## src/pkg/adcseq_pkg.sv

```systemverilog
// constants shared by the conversion sequencer and its trigger selector
package adcseq_pkg;

	// ****************************************
	// register indices (byte address = 4 * index)
	// ****************************************
	localparam logic [7:0] IDX_RES_LOW = 8'h9B;
	localparam logic [7:0] IDX_RES_HIGH = 8'h9C;
	localparam logic [7:0] IDX_CTRL0 = 8'h9D;
	localparam logic [7:0] IDX_CTRL1 = 8'h9E;
	localparam logic [7:0] IDX_TRIG = 8'h9F;
	localparam logic [7:0] IDX_STAT = 8'hA0;

	// ****************************************
	// field positions
	// ****************************************
	localparam int CTRL0_ON = 0;
	localparam int CTRL0_GO = 1;
	localparam int CTRL0_CHS_LSB = 2;
	localparam int CTRL1_ALIGN = 7;
	localparam int CTRL1_CS_LSB = 4;
	localparam int CTRL1_POSITIVE_REF_SELECT_LSB = 0;
	localparam int STAT_DONE = 0;
	localparam int STAT_IRQEN = 1;
	localparam logic [7:0] CTRL1_MASK = 8'hF3;
	localparam logic [3:0] TRIG_MASK = 4'hF;

	// ****************************************
	// reset values
	// ****************************************
	localparam logic [7:0] RST_CTRL0 = 8'h00;
	localparam logic [7:0] RST_CTRL1 = 8'h00;
	localparam logic [3:0] RST_TRIG = 4'h0;
	localparam logic [15:0] RST_RESULT = 16'h0000;

	// ****************************************
	// encodings
	// ****************************************
	localparam logic [1:0] CS_RC_LOW = 2'h3;
	localparam logic [3:0] TRIG_OFF = 4'h0;
	localparam logic [3:0] TRIG_LAST_EXT = 4'h9;
	localparam logic [3:0] TRIG_RES_READ = 4'hD;
	localparam int NUM_EXT_TRIG = 9;

	// ****************************************
	// timing
	// ****************************************
	localparam int T_CLK_NS = 8;
	localparam int T_INSTR_NS = 32;
	localparam int INSTR_CYC = (T_INSTR_NS + T_CLK_NS - 1) / T_CLK_NS;

	typedef enum logic [1:0] {ST_IDLE, ST_DELAY, ST_CONV} adcseq_state_t;

endpackage

```

## src/logic/adcseq_top.sv

```systemverilog
// conversion sequencer with its wishbone register file
// How it works
// - go bit or selected trigger starts conversion
// - completion clears go, sets flag, loads result
// - sleep conversion only with rc clock
// - rc clock delays start one instruction
// - sleep completion with irq enable wakes
// - sleep completion without irq powers down
// - other clocks abort conversion on sleep
// - sleep trigger remembered, runs after wake
// - rising trigger edge sets go bit
// - trigger select field picks the source
// - clock codes x11 pick rc clock
// - trigger codes: off, pin, result read
// - alignment bit picks right or left result
//
// The Wishbone interface to the registers and the placing of the registers were decided locally.
`timescale 1ns/1ns
`default_nettype none
module adcseq_top (
	input wire logic ref_clk,
	input wire logic rst_n,
	input wire logic wb_cyc_i,
	input wire logic wb_stb_i,
	input wire logic wb_we_i,
	input wire logic [9:0] wb_adr_i,
	input wire logic [3:0] wb_sel_i,
	input wire logic [31:0] wb_dat_i,
	output logic [31:0] wb_dat_o,
	output logic wb_ack_o,
	input wire logic [8:0] trig_in,
	input wire logic sleep_i,
	input wire logic conv_done_i,
	input wire logic [9:0] conv_result_i,
	output logic adc_power_o,
	output logic conv_start_o,
	output logic conv_abort_o,
	output logic rc_clock_sel_o,
	output logic [5:0] channel_select_o,
	output logic [1:0] positive_ref_select_o,
	output logic wake_req_o
);

	// ****************************************
	// declarations
	// ****************************************
	logic [7:0] ctrl0_q;
	logic [7:0] ctrl1_q;
	logic [3:0] trig_sel_q;
	logic [15:0] result_q;
	logic done_q;
	logic irqen_q;
	logic pend_q;
	logic pd_q;
	logic ack_q;
	logic [31:0] dat_q;
	logic start_q;
	logic abort_q;
	logic wake_q;
	logic power_q;
	logic rc_q;
	logic [2:0] dly_q;
	adcseq_pkg::adcseq_state_t state_q;
	logic [7:0] idx;
	logic wr_ev;
	logic rd_ev;
	logic on;
	logic rc;
	logic trig_edge;
	logic done_ev;
	logic abort_ev;
	logic hold_off;
	logic trig_go;
	logic [15:0] fmt_res;

	// ****************************************
	// bus decode
	// ****************************************
	assign idx = wb_adr_i[9:2];
	// write and read take effect at the edge where ack is sampled
	assign wr_ev = wb_cyc_i && wb_stb_i && ack_q && wb_we_i && wb_sel_i[0];
	assign rd_ev = wb_cyc_i && wb_stb_i && ack_q && !wb_we_i;

	// ****************************************
	// control decode
	// ****************************************
	assign on = ctrl0_q[adcseq_pkg::CTRL0_ON];
	// clock codes ending in 11 select the rc clock
	assign rc = ctrl1_q[adcseq_pkg::CTRL1_CS_LSB +: 2] == adcseq_pkg::CS_RC_LOW;
	assign done_ev = state_q == adcseq_pkg::ST_CONV && conv_done_i;
	// sleep on a system-derived clock kills the conversion
	assign hold_off = sleep_i && !rc;
	assign abort_ev = hold_off && state_q != adcseq_pkg::ST_IDLE;
	assign trig_go = trig_edge && on && !sleep_i;
	// result placement by alignment bit
	assign fmt_res = ctrl1_q[adcseq_pkg::CTRL1_ALIGN] ?
		{6'h00, conv_result_i} : {conv_result_i, 6'h00};

	// read mux for the register file
	function automatic logic [7:0] rd_mux(
		input logic [7:0] i,
		input logic [7:0] c0,
		input logic [7:0] c1,
		input logic [3:0] tg,
		input logic [15:0] rs,
		input logic dn,
		input logic ie
	);
		logic [7:0] r;
		r = 8'h00;
		case (i)
			adcseq_pkg::IDX_RES_LOW: r = rs[7:0];
			adcseq_pkg::IDX_RES_HIGH: r = rs[15:8];
			adcseq_pkg::IDX_CTRL0: r = c0;
			adcseq_pkg::IDX_CTRL1: r = c1 & adcseq_pkg::CTRL1_MASK;
			adcseq_pkg::IDX_TRIG: r = {4'h0, tg};
			adcseq_pkg::IDX_STAT: r = {6'h00, ie, dn};
			default: r = 8'h00;
		endcase
		return r;
	endfunction

	// ****************************************
	// trigger selection
	// ****************************************
	adcseq_trig u_trig (
		.ref_clk(ref_clk),
		.rst_n(rst_n),
		.trigger_select(trig_sel_q),
		.trig_in(trig_in),
		.res_high_read(rd_ev && idx == adcseq_pkg::IDX_RES_HIGH),
		.trig_edge(trig_edge)
	);

	// ****************************************
	// wishbone slave
	// ****************************************
	// ack one cycle after request, dropped the cycle after
	always_ff @(posedge ref_clk or negedge rst_n) begin
		if (!rst_n) begin
			ack_q <= 1'b0;
		end else begin
			ack_q <= wb_cyc_i && wb_stb_i && !ack_q;
		end
	end

	// read data loaded as ack rises, zero for unmapped
	always_ff @(posedge ref_clk or negedge rst_n) begin
		if (!rst_n) begin
			dat_q <= 32'h0000_0000;
		end else if (wb_cyc_i && wb_stb_i && !ack_q) begin
			dat_q <= {24'h00_0000, rd_mux(idx, ctrl0_q, ctrl1_q, trig_sel_q,
				result_q, done_q, irqen_q)};
		end
	end

	// ****************************************
	// configuration registers
	// ****************************************
	// clock, format and reference controls, trigger select and irq enable
	always_ff @(posedge ref_clk or negedge rst_n) begin
		if (!rst_n) begin
			ctrl1_q <= adcseq_pkg::RST_CTRL1;
			trig_sel_q <= adcseq_pkg::RST_TRIG;
			irqen_q <= 1'b0;
		end else if (wr_ev) begin
			if (idx == adcseq_pkg::IDX_CTRL1) begin
				ctrl1_q <= wb_dat_i[7:0] & adcseq_pkg::CTRL1_MASK;
			end
			if (idx == adcseq_pkg::IDX_TRIG) begin
				trig_sel_q <= wb_dat_i[3:0] & adcseq_pkg::TRIG_MASK;
			end
			if (idx == adcseq_pkg::IDX_STAT) begin
				irqen_q <= wb_dat_i[adcseq_pkg::STAT_IRQEN];
			end
		end
	end

	// channel, enable and go bit; hardware set wins over clear
	always_ff @(posedge ref_clk or negedge rst_n) begin
		if (!rst_n) begin
			ctrl0_q <= adcseq_pkg::RST_CTRL0;
		end else begin
			if (wr_ev && idx == adcseq_pkg::IDX_CTRL0) begin
				ctrl0_q[7:2] <= wb_dat_i[7:2];
				ctrl0_q[adcseq_pkg::CTRL0_ON] <= wb_dat_i[adcseq_pkg::CTRL0_ON];
				// go only sticks with the converter enabled
				ctrl0_q[adcseq_pkg::CTRL0_GO] <= wb_dat_i[adcseq_pkg::CTRL0_GO] &&
					wb_dat_i[adcseq_pkg::CTRL0_ON];
			end else if (done_ev || abort_ev || !on) begin
				ctrl0_q[adcseq_pkg::CTRL0_GO] <= 1'b0;
			end
			if (trig_go || (pend_q && on && !sleep_i)) begin
				ctrl0_q[adcseq_pkg::CTRL0_GO] <= 1'b1;
			end
		end
	end

	// ****************************************
	// result and done flag
	// ****************************************
	// completion loads result; software writes land unshifted
	always_ff @(posedge ref_clk or negedge rst_n) begin
		if (!rst_n) begin
			result_q <= adcseq_pkg::RST_RESULT;
		end else if (done_ev) begin
			result_q <= fmt_res;
		end else if (wr_ev && idx == adcseq_pkg::IDX_RES_LOW) begin
			result_q[7:0] <= wb_dat_i[7:0];
		end else if (wr_ev && idx == adcseq_pkg::IDX_RES_HIGH) begin
			result_q[15:8] <= wb_dat_i[7:0];
		end
	end

	// done flag: set by completion, cleared only by a zero write
	always_ff @(posedge ref_clk or negedge rst_n) begin
		if (!rst_n) begin
			done_q <= 1'b0;
		end else if (done_ev) begin
			done_q <= 1'b1;
		end else if (wr_ev && idx == adcseq_pkg::IDX_STAT &&
			!wb_dat_i[adcseq_pkg::STAT_DONE]) begin
			done_q <= 1'b0;
		end
	end

	// ****************************************
	// sleep handling
	// ****************************************
	// one pending flag for triggers seen while asleep
	always_ff @(posedge ref_clk or negedge rst_n) begin
		if (!rst_n) begin
			pend_q <= 1'b0;
		end else if (trig_edge && on && sleep_i) begin
			pend_q <= 1'b1;
		end else if (!sleep_i || !on) begin
			pend_q <= 1'b0;
		end
	end

	// converter powered down until sleep ends
	always_ff @(posedge ref_clk or negedge rst_n) begin
		if (!rst_n) begin
			pd_q <= 1'b0;
		end else if (!sleep_i) begin
			pd_q <= 1'b0;
		end else if ((done_ev && !irqen_q) || abort_ev) begin
			pd_q <= 1'b1;
		end
	end

	// ****************************************
	// sequencer
	// ****************************************
	// idle, rc start delay, converting
	always_ff @(posedge ref_clk or negedge rst_n) begin
		if (!rst_n) begin
			state_q <= adcseq_pkg::ST_IDLE;
			dly_q <= 3'h0;
		end else begin
			case (state_q)
				adcseq_pkg::ST_IDLE: begin
					dly_q <= 3'h0;
					if (ctrl0_q[adcseq_pkg::CTRL0_GO] && on && !hold_off) begin
						state_q <= rc ? adcseq_pkg::ST_DELAY : adcseq_pkg::ST_CONV;
					end
				end
				adcseq_pkg::ST_DELAY: begin
					dly_q <= dly_q + 3'h1;
					if (abort_ev || !ctrl0_q[adcseq_pkg::CTRL0_GO]) begin
						state_q <= adcseq_pkg::ST_IDLE;
					end else if (dly_q == 3'(adcseq_pkg::INSTR_CYC - 1)) begin
						state_q <= adcseq_pkg::ST_CONV;
					end
				end
				adcseq_pkg::ST_CONV: begin
					if (done_ev || abort_ev || !ctrl0_q[adcseq_pkg::CTRL0_GO]) begin
						state_q <= adcseq_pkg::ST_IDLE;
					end
				end
				default: state_q <= adcseq_pkg::ST_IDLE;
			endcase
		end
	end

	// ****************************************
	// core strobes and pins
	// ****************************************
	// start pulse on entering conversion, abort pulse on leaving early
	always_ff @(posedge ref_clk or negedge rst_n) begin
		if (!rst_n) begin
			start_q <= 1'b0;
			abort_q <= 1'b0;
			wake_q <= 1'b0;
		end else begin
			start_q <= (state_q == adcseq_pkg::ST_IDLE && ctrl0_q[adcseq_pkg::CTRL0_GO]
				&& on && !hold_off && !rc) || (state_q == adcseq_pkg::ST_DELAY &&
				!abort_ev && ctrl0_q[adcseq_pkg::CTRL0_GO] &&
				dly_q == 3'(adcseq_pkg::INSTR_CYC - 1));
			abort_q <= state_q != adcseq_pkg::ST_IDLE && !done_ev &&
				(abort_ev || !ctrl0_q[adcseq_pkg::CTRL0_GO]);
			wake_q <= done_ev && sleep_i && irqen_q;
		end
	end

	// analog power and configuration pins
	always_ff @(posedge ref_clk or negedge rst_n) begin
		if (!rst_n) begin
			power_q <= 1'b0;
			rc_q <= 1'b0;
		end else begin
			power_q <= on && !pd_q && !hold_off;
			rc_q <= rc;
		end
	end

	assign wb_ack_o = ack_q;
	assign wb_dat_o = dat_q;
	assign conv_start_o = start_q;
	assign conv_abort_o = abort_q;
	assign wake_req_o = wake_q;
	assign adc_power_o = power_q;
	assign rc_clock_sel_o = rc_q;
	assign channel_select_o = ctrl0_q[7:2];
	assign positive_ref_select_o = ctrl1_q[1:0];
endmodule
`default_nettype wire

```

## src/logic/adcseq_trig.sv

```systemverilog
// trigger source selector with rising edge detection
`timescale 1ns/1ns
`default_nettype none
module adcseq_trig (
	input wire logic ref_clk,
	input wire logic rst_n,
	input wire logic [3:0] trigger_select,
	input wire logic [8:0] trig_in,
	input wire logic res_high_read,
	output logic trig_edge
);

	logic lvl;
	logic lvl_q;
	logic edge_q;

	// level of the selected external source, low for unused codes
	function automatic logic pick(input logic [3:0] sel, input logic [8:0] src);
		logic r;
		r = 1'b0;
		if (sel != adcseq_pkg::TRIG_OFF && sel <= adcseq_pkg::TRIG_LAST_EXT) begin
			r = src[sel - 4'h1];
		end
		return r;
	endfunction

	assign lvl = pick(trigger_select, trig_in);

	// previous level for edge detection
	always_ff @(posedge ref_clk or negedge rst_n) begin
		if (!rst_n) begin
			lvl_q <= 1'b0;
		end else begin
			lvl_q <= lvl;
		end
	end

	// rising edge or a read of the high result byte
	always_ff @(posedge ref_clk or negedge rst_n) begin
		if (!rst_n) begin
			edge_q <= 1'b0;
		end else begin
			edge_q <= (lvl && !lvl_q) ||
				(trigger_select == adcseq_pkg::TRIG_RES_READ && res_high_read);
		end
	end

	assign trig_edge = edge_q;
endmodule
`default_nettype wire

```

## config.mk

```make
export PLATFORM = sky130hd
export DESIGN_NAME = adcseq_top
export DESIGN_NICKNAME = d
export VERILOG_FILES = /design/src/pkg/adcseq_pkg.sv /design/src/logic/adcseq_top.sv /design/src/logic/adcseq_trig.sv
export SDC_FILE = /design/constraint.sdc
export NUM_CORES = 1
export LEC_CHECK = 0
export BUFFER_PORTS_ARGS = -buffer_cell sky130_fd_sc_hd__buf_2
export CAP_MARGIN = 40
export CORE_MARGIN = 3
export CORE_UTILIZATION = 54
export DETAILED_ROUTE_END_ITERATION = 6
export MAX_ROUTING_LAYER = met4
export PLACE_DENSITY = 0.85
export SLEW_MARGIN = 20
export SYNTH_ARGS = -nofsm -noshare
export SYNTH_HDL_FRONTEND = slang
export SYNTH_HIERARCHICAL = 1
export SYNTH_SLANG_ARGS = --single-unit
```

## constraint.sdc

```tcl
create_clock -name ref_clk -period 4.2 [get_ports ref_clk]
set_input_delay 0.84 -clock ref_clk [delete_from_list [all_inputs] [get_ports ref_clk]]
set_output_delay 0.84 -clock ref_clk [all_outputs]
set_load 0.02 [all_outputs]
```

==> results.yml, run 1 <==
flow_run:
  cap_violations: 0
setup_path:
  start_kind: "input pin"
  crit_fanout: 9
  cp-end-kind: "flip-flop"
  critPathRequiredTime_ns: 4.42
  r2r_start: "wb_ack_o"
  worstPathArrival_ns: 2.82
  critPathKind: "input pin to flip-flop"
  startpoint: "wb_adr_i[4]"
yosys:
  async_reset_ff_frac: 1.00
  yosys.area.top_type_share: 0.438
  synth_flop_cell: "dfrtp_1"
  syn_area_per_cell_um2: 11.0
  synth_top_cell_by_area: "dfrtp_1"
  synth_edf_count: 0
  yosysWarnings: 6
  ys_seq_area_frac: 0.438
  synth_area_um2: 3370
  ys_types: 50
  yosys-top-cells-area: "dfrtp_1 (44%), mux2_2 (9.7%), buf_4 (7.8%)"
  ys_ff_latch: 59
  synthesis.instances: 306
placed_design:
  gp_congestion: 0.915
  dp_hpwl_um: 5760
  port-buffer-count: 64
  placed_cells: 427
sta:
  hold_viol: 0
  fmax_mhz: 385
  min_period_ns: 2.60
  finalClockSkew_ns: 0.00706
  timing.final.crit_share: 0.619
  setup_viol: 0
  maxSlewViolCount: 0
  setup-tns-final_ns: 0
  slew_headroom: 0.471
  rsz0062_at_grt: "no"
  tightestPinTransition_ns: 0.792
clocking:
  clkLatencyLatePin_ns: 0.34
  clk_path_buf_depth: 2
  cts_sinks: 59
  hold_buffers: 0
  cts.clk_slew.worst_paths_ns: 0.06
  cts-buffers-inserted: 9
  cts_tree: "done"
  cts_root_buffer: "clkbuf_8"
  htreeDepth: 3
  post_cts_resized: 0
  postCtsSetupRepairBufs: 0
hold_path:
  hp-class: "input pin to async pin"
die:
  start_util: 0.563
  core-area_um2: 5990
  pin_count: 118
  die_h_um: 85.0
  die-area_um2: 7230
  die_w_um: 85.0
  num_rows: 28
layout:
  fin_cells: 444
  drive_above_1_share: 0.333
  diodes: 0
  nets: 440
  syn2layout_area_growth_pct: 12.7
route:
  dr.pass1.iters: 5
  wl_per_cell_um: 17.3
  drt.antenna.violating_nets: 0
  drc_errors: 0
  initialDrtViolationCount: 242
  vias: 2569
  viasPerCell: 5.79
  finalWirelength_um: 7700
global_routing:
  grt_usage: 0.227
  grt_pass1_vias: 2461
  met3_usage: 0.0369
  grt.met1_usage: 0.302
  antenna_found_initial: 0
  grt_pass1_wl_um: 12400
  grt_overflow: 0
  busiest_layer: "met2"
  grt_max_degree: 38
  globalRouteMet2Util: 0.342
power_and_ir_drop:
  power.density_nw_per_um2: 323
  ir_drop_uv: 199
  leakage_nw: 1.93
run_status:
  status: "finished, final reports clean"
## worst max-delay path, stage by stage
cell     delay [ns]
buf_2          0.15
and3b_1        0.36
nor2b_1        0.69
nand3_2        0.40
mux2_2         0.38
## power breakdown
| part | internal [W] | switching, W | total [W] |
|---|---|---|---|
| sequential | 0.000581 | 0.00000685 | 0.000588 |
| combinational | 0.0000477 | 0.0000907 | 0.000138 |
| clock | 0.000275 | 0.000227 | 0.000502 |
| total | 0.000903 | 0.000325 | 0.00123 |
## layer usage
metal	wire (um)	vias to the layer above
li1	-	1180
met1	3270	1250
met2	3740	121
met3	526	18
met4	165	0
met5	0	-
## cells by family after synthesis
family | count (synthesis) | synth area share
and+or+nand+nor | 78 | 0.142
AOI/OAI and AO/OA | 60 | 0.131
DFF | 59 | 0.438
buffers and inverters | 57 | 0.105
muxes | 45 | 0.163
adders and majority gates | 4 | 0.0148
xor gates and xnor gates | 2 | 0.00519
other | 1 | 0.00111
## synth_stat cells (2+ instances only)
library cell  instances
nand4_1               4
xnor2_1               2
o22a_1                5
a22oi_1               7
o21ai_0              11
nand3b_1              5
nand2_1              14
and3_1                7
clkbuf_1              7
and3b_1               3
mux2_2               29
nor4b_1               2
nand3_1               9
nand3_2               2
inv_1                13
mux4_1                2
o21a_1                2
a22o_1               10
mux4_2                2
mux2i_1              11
ha_1                  4
a21oi_1              14
dfrtp_1              59
nand2b_1              2
a222oi_1              2
buf_4                35
nor3_1                3
nor2_1               13
nor2b_1               6
## flip-flops by register name, indices dropped and copies added (netlist names), 2 cells and up
signal,flops
state_q,2
ctrl0_q,8
trig_sel_q,4
ctrl1_q,6
result_q,16
dly_q,3
wb_dat_o,8
## worst paths after layout
kind / slack, ns / depth (start not counted) / end
setup / recovery: 1.60 / 5 / ctrl0_q[5]
hold / removal: 0.31 / 1 / wb_dat_o[6]
setup reg to reg: 2.35 / 4 / result_q[12]
hold reg to reg: 0.50 / 2 / dly_q[1]
max in group asynchronous: 3.38 / 2 / result_q[15]
min in group ref_clk: 0.50 / 2 / dly_q[1]
## through the flow
step	total power [W]	hold WS, ns	instance area [um^2]	setup WS, ns	utilization
3_5_place_dp	0.000733	0.488	3590	1.32	0.600
2_1_floorplan	0.000692	0.453	3460	2.04	-
3_3_place_gp	0.000729	0.468	3580	1.39	0.597
4_1_cts	0.00123	0.505	3780	1.68	0.631
6_report	0.00123	0.312	3800	1.60	0.635
5_1_grt	0.00127	0.315	3800	1.55	0.635
## cell type report
cell class,count,area (um^2)
Fill cell,487,2190
Multi-Input combinational cell,213,1630
Sequential cell,59,1480
Timing Repair Buffer,68,367
Clock buffer,12,135
Tap cell,75,93.8
Clock inverter,4,51.3
Inverter,13,48.8
## placed cells by master (no fill, tap or decap), drive strengths merged, types with 3 or more instances in the layout
master and n:
buf 68, dfrtp 59, mux2 30, conb 24, nand2 15, a21oi 15, nor2 14, inv 13
o21ai 12, clkbuf 12, mux2i 11, nand3 11, a22o 10, a22oi 7, and3 7, nor2b 6
nand3b 6, o22a 5, nand4 5, ha 4, mux4 4, nor3 3, and3b 3
Power figures use the tool's default switching activity.
==> run 2: changes to the inputs <==
- ABC_AREA: not set -> 1
- CORE_UTILIZATION: 54 -> 46
- PLACE_DENSITY: 0.85 -> 0.76
- clock period: 4.2 -> 2.2 ns (I/O delays scaled with it)
==> results.yml, run 2 <==
placed_design:
  gp_congestion: 0.932
  dp_hpwl_um: 6460
  port-buffer-count: 64
  place_ws_ns: 0.483
yosys:
  synthAdderAreaFrac: 0.0137
  yosys.area_share.simple: 0.324
  synth_commonest_cells: "nand2_1 (104), dfrtp_1 (59), nand3_1 (54)"
  synth_xor_area_frac: 0
  async_reset_ff_frac: 1.00
  synth_flop_cell: "dfrtp_1"
  yosys-top-cells-area: "dfrtp_1 (40%), nand2_1 (11%), nand3_1 (7.4%)"
  ys_ff_latch: 59
  yosysWarnings: 6
  ys_types: 33
  synth_edf_count: 0
  synth_compound_area_frac: 0.122
  synth_top_cell_by_area: "dfrtp_1"
  yosys.area.top_type_share: 0.403
  syn_area_per_cell_um2: 8.19
  synthesis.instances: 447
  synth_area_um2: 3660
  ys_seq_area_frac: 0.403
  synth.most_common_cell: "nand2_1"
  synthMuxAreaShare: 0
  synth_top_family_by_area: "simple AND/OR/NAND/NOR gates"
die:
  start_util: 0.489
  pin_count: 118
  die_h_um: 95.2
  core-area_um2: 7490
  die_w_um: 95.2
  num_rows: 31
  die-area_um2: 9060
setup_path:
  cpPeakStageDelay_ns: 0.52
  critPathRequiredTime_ns: 2.48
  worstPathArrival_ns: 1.92
  critPathKind: "flip-flop to flip-flop"
  worst_path_dominant_cell_family: "flip-flops"
  crit_fanout: 9
  cp-end-kind: "flip-flop"
  cpMostUsedCell: "nand3_1"
  critPathSlowestCell: "dfrtp_1"
  crit_path_cell_trace: "inv_2 > ha_1 > inv_1 > nor2_1 > nand3_1 > a21oi_2 > nand3_1 > nand2_1"
  start_kind: "flip-flop"
  critPathBufInv: 2
route:
  drc_errors: 0
  vias: 3111
  wl_met1_um: 3700
  highest_layer: "met4"
  route.met2.wl_um: 4030
  wl_per_cell_um: 14.0
  drt.antenna.violating_nets: 0
  initialDrtViolationCount: 252
  viasPerCell: 5.08
  finalWirelength_um: 8550
  dr.pass1.iters: 5
  dr_wl_met3_um: 590
clocking:
  clkLatencyLatePin_ns: 0.34
  postCtsSetupRepairBufs: 0
  cts.clk_slew.worst_paths_ns: 0.07
  cts_tree: "done"
  htreeDepth: 3
  clk_path_buf_depth: 2
  cts-buffers-inserted: 9
  hold_buffers: 0
  cts_sinks: 59
  cts_root_buffer: "clkbuf_8"
  post_cts_resized: 0
layout:
  post-route-util: 0.551
  fill_cells: 705
  final_cell_mix: "nand2_1 (104), buf_2 (64), dfrtp_1 (59)"
  nets: 584
  top_register: "result_q"
  final_common_cell: "nand2_1"
  largest_reg_flops: 16
  diodes: 0
  drive_above_1_share: 0.281
  syn2layout_area_growth_pct: 12.7
power_and_ir_drop:
  power_w: 0.00240
  ir_drop_uv: 402
  power.density_nw_per_um2: 582
  leakage_nw: 2.22
sta:
  timing.final.crit_share: 0.743
  rsz0062_at_grt: "no"
  setup_viol: 0
  setup-tns-final_ns: 0
  fmax_mhz: 612
  min_period_ns: 1.63
  hold_viol: 0
  worst_slack_ns: 0.565
  timing.hold.ws_ns: 0.0261
  finalClockSkew_ns: 0.00980
  maxSlewViolCount: 0
global_routing:
  grt_usage: 0.210
  grt_pass1_vias: 2974
  grt_max_degree: 29
  antenna_found_initial: 0
  grt_pass1_wl_um: 14200
  grt_overflow: 0
run_status:
  status: "finished, final reports clean"
hold_path:
  hp-class: "input pin to async pin"
flow_run:
  cap_violations: 0
[run 2: cell types whose count changed in the layout (fill, tap and decap cells not counted), moves of 5 or more]
cell | before | now
nor2b_1 | 6 | 0
o21ai_2 | 0 | 13
mux2i_1 | 11 | 0
a21oi_2 | 0 | 5
a22o_1 | 10 | 1
nand2_2 | 0 | 10
nand2_1 | 14 | 104
o22a_1 | 5 | 0
mux2_2 | 29 | 0
o21ai_0 | 11 | 17
inv_1 | 13 | 38
nor2_1 | 13 | 40
and3_1 | 7 | 0
nand3_1 | 9 | 54
[run 2: path summary, 6_finish.rpt]
check | start | endpoint | slack [ns] | depth (start not counted)
worst max-delay path | trig_sel_q[0] | u_trig/trig_edge | 0.57 | 8
worst min-delay path | rst_n | done_q | 0.03 | 1
worst max register to register | trig_sel_q[0] | u_trig/trig_edge | 0.57 | 8
worst min register to register | pd_q | adc_power_o | 0.42 | 1
max in group asynchronous | rst_n | result_q[15] | 1.61 | 2
min in group ref_clk | sleep_i | pend_q | 0.34 | 3
[run 2: final cells by class]
class                   count  area [um^2]  share of cell area
repair buffers             70          378              0.0916
inverters                  42          158              0.0382
clock buffers               9          124              0.0300
well taps                  99          124              0.0300
multi-input cells         326         1770               0.430
clock inverters             7         92.6              0.0225
flip-flops and latches     59         1480               0.358
[run 2: routing by layer]
layer	vias to the layer above	track usage
met5	-	-
met4	0	0.0913
met3	21	0.0418
met2	136	0.319
met1	1438	0.273
li1	1516	-
[run 2: power breakdown]
group | switching [W] | internal [W]
registers | 0.00000452 | 0.00109
clock network | 0.000445 | 0.000632
logic | 0.000161 | 0.0000673
[run 2: per-stage QoR]
stage,cells,cell area [um^2]
final,612,4120
after global routing,612,4120
after CTS,612,4120
after detailed placement,596,3910
after global placement,596,3910
after floorplan,470,3750
[run 2: logic make-up (layout without fill, tap and decap cells)]
logic type,count (synthesis),after routing
compound gates,63,63
other cells,1,24
fa+ha+maj,4,4
simple gates,235,235
flops,59,59
buf+inv,85,128
==> run 3: changes to the inputs <==
- clock period: 2.2 -> 1.36 ns (I/O delays scaled with it)
==> results.yml, run 3 (synthesis results as in run 2) <==
run_status:
  status: "finished, final reports clean"
power_and_ir_drop:
  switching_share: 0.258
  ir_drop_uv: 636
  leakage_nw: 2.34
  power.density_nw_per_um2: 819
  internal_power_w: 0.00264
  power.switching_w: 0.000918
  clkPwrFrac: 0.395
  pwr-share-comb: 0.107
  pwr-share-seq: 0.498
layout:
  diodes: 0
  final_common_cell: "nand2_1"
  syn2layout_area_growth_pct: 18.8
  top_register: "result_q"
  final_cell_mix: "nand2_1 (103), buf_2 (64), dfrtp_1 (57)"
  nets: 604
  drive_above_1_share: 0.325
  largest_reg_flops: 16
global_routing:
  grt_max_degree: 60
  grt_usage: 0.203
  met3_usage: 0.0379
  grt_pass1_wl_um: 13700
  grt_overflow: 0
  grt_pass1_vias: 3039
  busiest_layer: "met2"
  grt.met1_usage: 0.247
  antenna_found_initial: 0
  globalRouteMet2Util: 0.328
clocking:
  cts.clk_slew.worst_paths_ns: 0.06
  clk_path_buf_depth: 2
  cts_tree: "done"
  cts_root_buffer: "clkbuf_8"
  clkLatencyLatePin_ns: 0.34
  cts_sinks: 59
  cts-buffers-inserted: 9
  htreeDepth: 3
sta:
  fmax_mhz: 761
  setup_viol: 0
  timing.hold.ws_ns: 0.183
  hold_viol: 0
  finalClockSkew_ns: 0.00722
  timing.final.crit_share: 0.966
  worst_slack_ns: 0.0457
  maxSlewViolCount: 0
  min_period_ns: 1.31
  rsz0062_at_grt: "yes"
hold_path:
  hp-class: "input pin to flip-flop"
setup_path:
  critPathKind: "flip-flop to flip-flop"
  start_kind: "flip-flop"
  cp-end-kind: "flip-flop"
  critPathRequiredTime_ns: 1.62
  crit_fanout: 14
  worstPathArrival_ns: 1.57
flow_run:
  cap_violations: 0
die:
  pin_count: 118
  die_w_um: 95.2
  start_util: 0.489
  core-area_um2: 7490
  die_h_um: 95.2
  num_rows: 31
  die-area_um2: 9060
placed_design:
  place_ws_ns: -0.0973
  dp_hpwl_um: 6460
  port-buffer-count: 64
  gp_congestion: 0.887
route:
  drt.antenna.violating_nets: 0
  wl_per_cell_um: 13.6
  viasPerCell: 5.02
  finalWirelength_um: 8570
  vias: 3171
  initialDrtViolationCount: 193
  dr.pass1.iters: 5
  drc_errors: 0
[run 3: cell count changes in the layout (fill, tap and decap cells not counted), moves of 3 or more]
cell        change
nand3_2         +3
clkinvlp_4      -3
buf_12          +5
nand3_1         -3
clkbuf_1        +3
nor2_1          -3
buf_4          +13
[run 3: per-layer routing]
metal | wire length, um | up-vias
met2 | 4090 | 112
met4 | 171 | 0
met5 | 0 | -
met3 | 564 | 16
met1 | 3740 | 1484
li1 | - | 1559
[run 3: stage by stage]
stage / total power, W / area, um^2 / instances / TNS [ns] / util
global route: 0.00372 / 4350 / 632 / -0.112 / 0.581
global placement: 0.00218 / 4080 / 611 / -0.747 / 0.545
CTS: 0.00359 / 4260 / 628 / 0 / 0.569
finish: 0.00356 / 4350 / 632 / 0 / 0.581
floorplan: 0.00206 / 3770 / 470 / 0 / -
detailed placement: 0.00218 / 4080 / 611 / -1.52 / 0.545
[run 3: worst max-delay path: stages (launching register included)]
cell     delay, ns
dfrtp_1       0.42
nor2_4        0.16
nand2_8       0.14
buf_12        0.17
nand2_4       0.15
nor2_1        0.07
a21oi_1       0.12
[run 3: repair_timing]
action	CTS	global route
setup endpoints to repair	1	39
gates resized for setup	0	12
hold buffers	1	0
setup buffers	0	4
endpoints found under the hold margin	59	0
pin swaps	2	10
[run 3: worst paths after layout]
kind	from	endpoint	slack (ns)	depth (start not counted)
setup / recovery	state_q[0]	result_q[12]	0.05	6
hold / removal	sleep_i	pend_q	0.18	3
setup reg to reg	state_q[0]	result_q[12]	0.05	6
hold reg to reg	pd_q	adc_power_o	0.44	1
max in group asynchronous	rst_n	trig_sel_q[0]	0.63	3
min in group asynchronous	rst_n	wb_dat_o[7]	0.47	3
[run 3: area by class of cell]
type                       count  area [um^2]
clock buffer                  14          163
clock inverter                 2         10.0
fill                         674         3140
inverter                      42          160
multi-input combinational    326         1820
sequential                    59         1480
tap                           99          124
timing repair buffer          90          597
[run 3: power groups by stage]
stage	Sequential [W]	Combinational [W]	Clock, W
final	0.00178	0.000381	0.00141
after global routing	0.00178	0.000424	0.00152
after CTS	0.00178	0.000380	0.00144
after detailed placement	0.00181	0.000376	0
after global placement	0.00181	0.000370	0
after floorplan	0.00182	0.000238	0
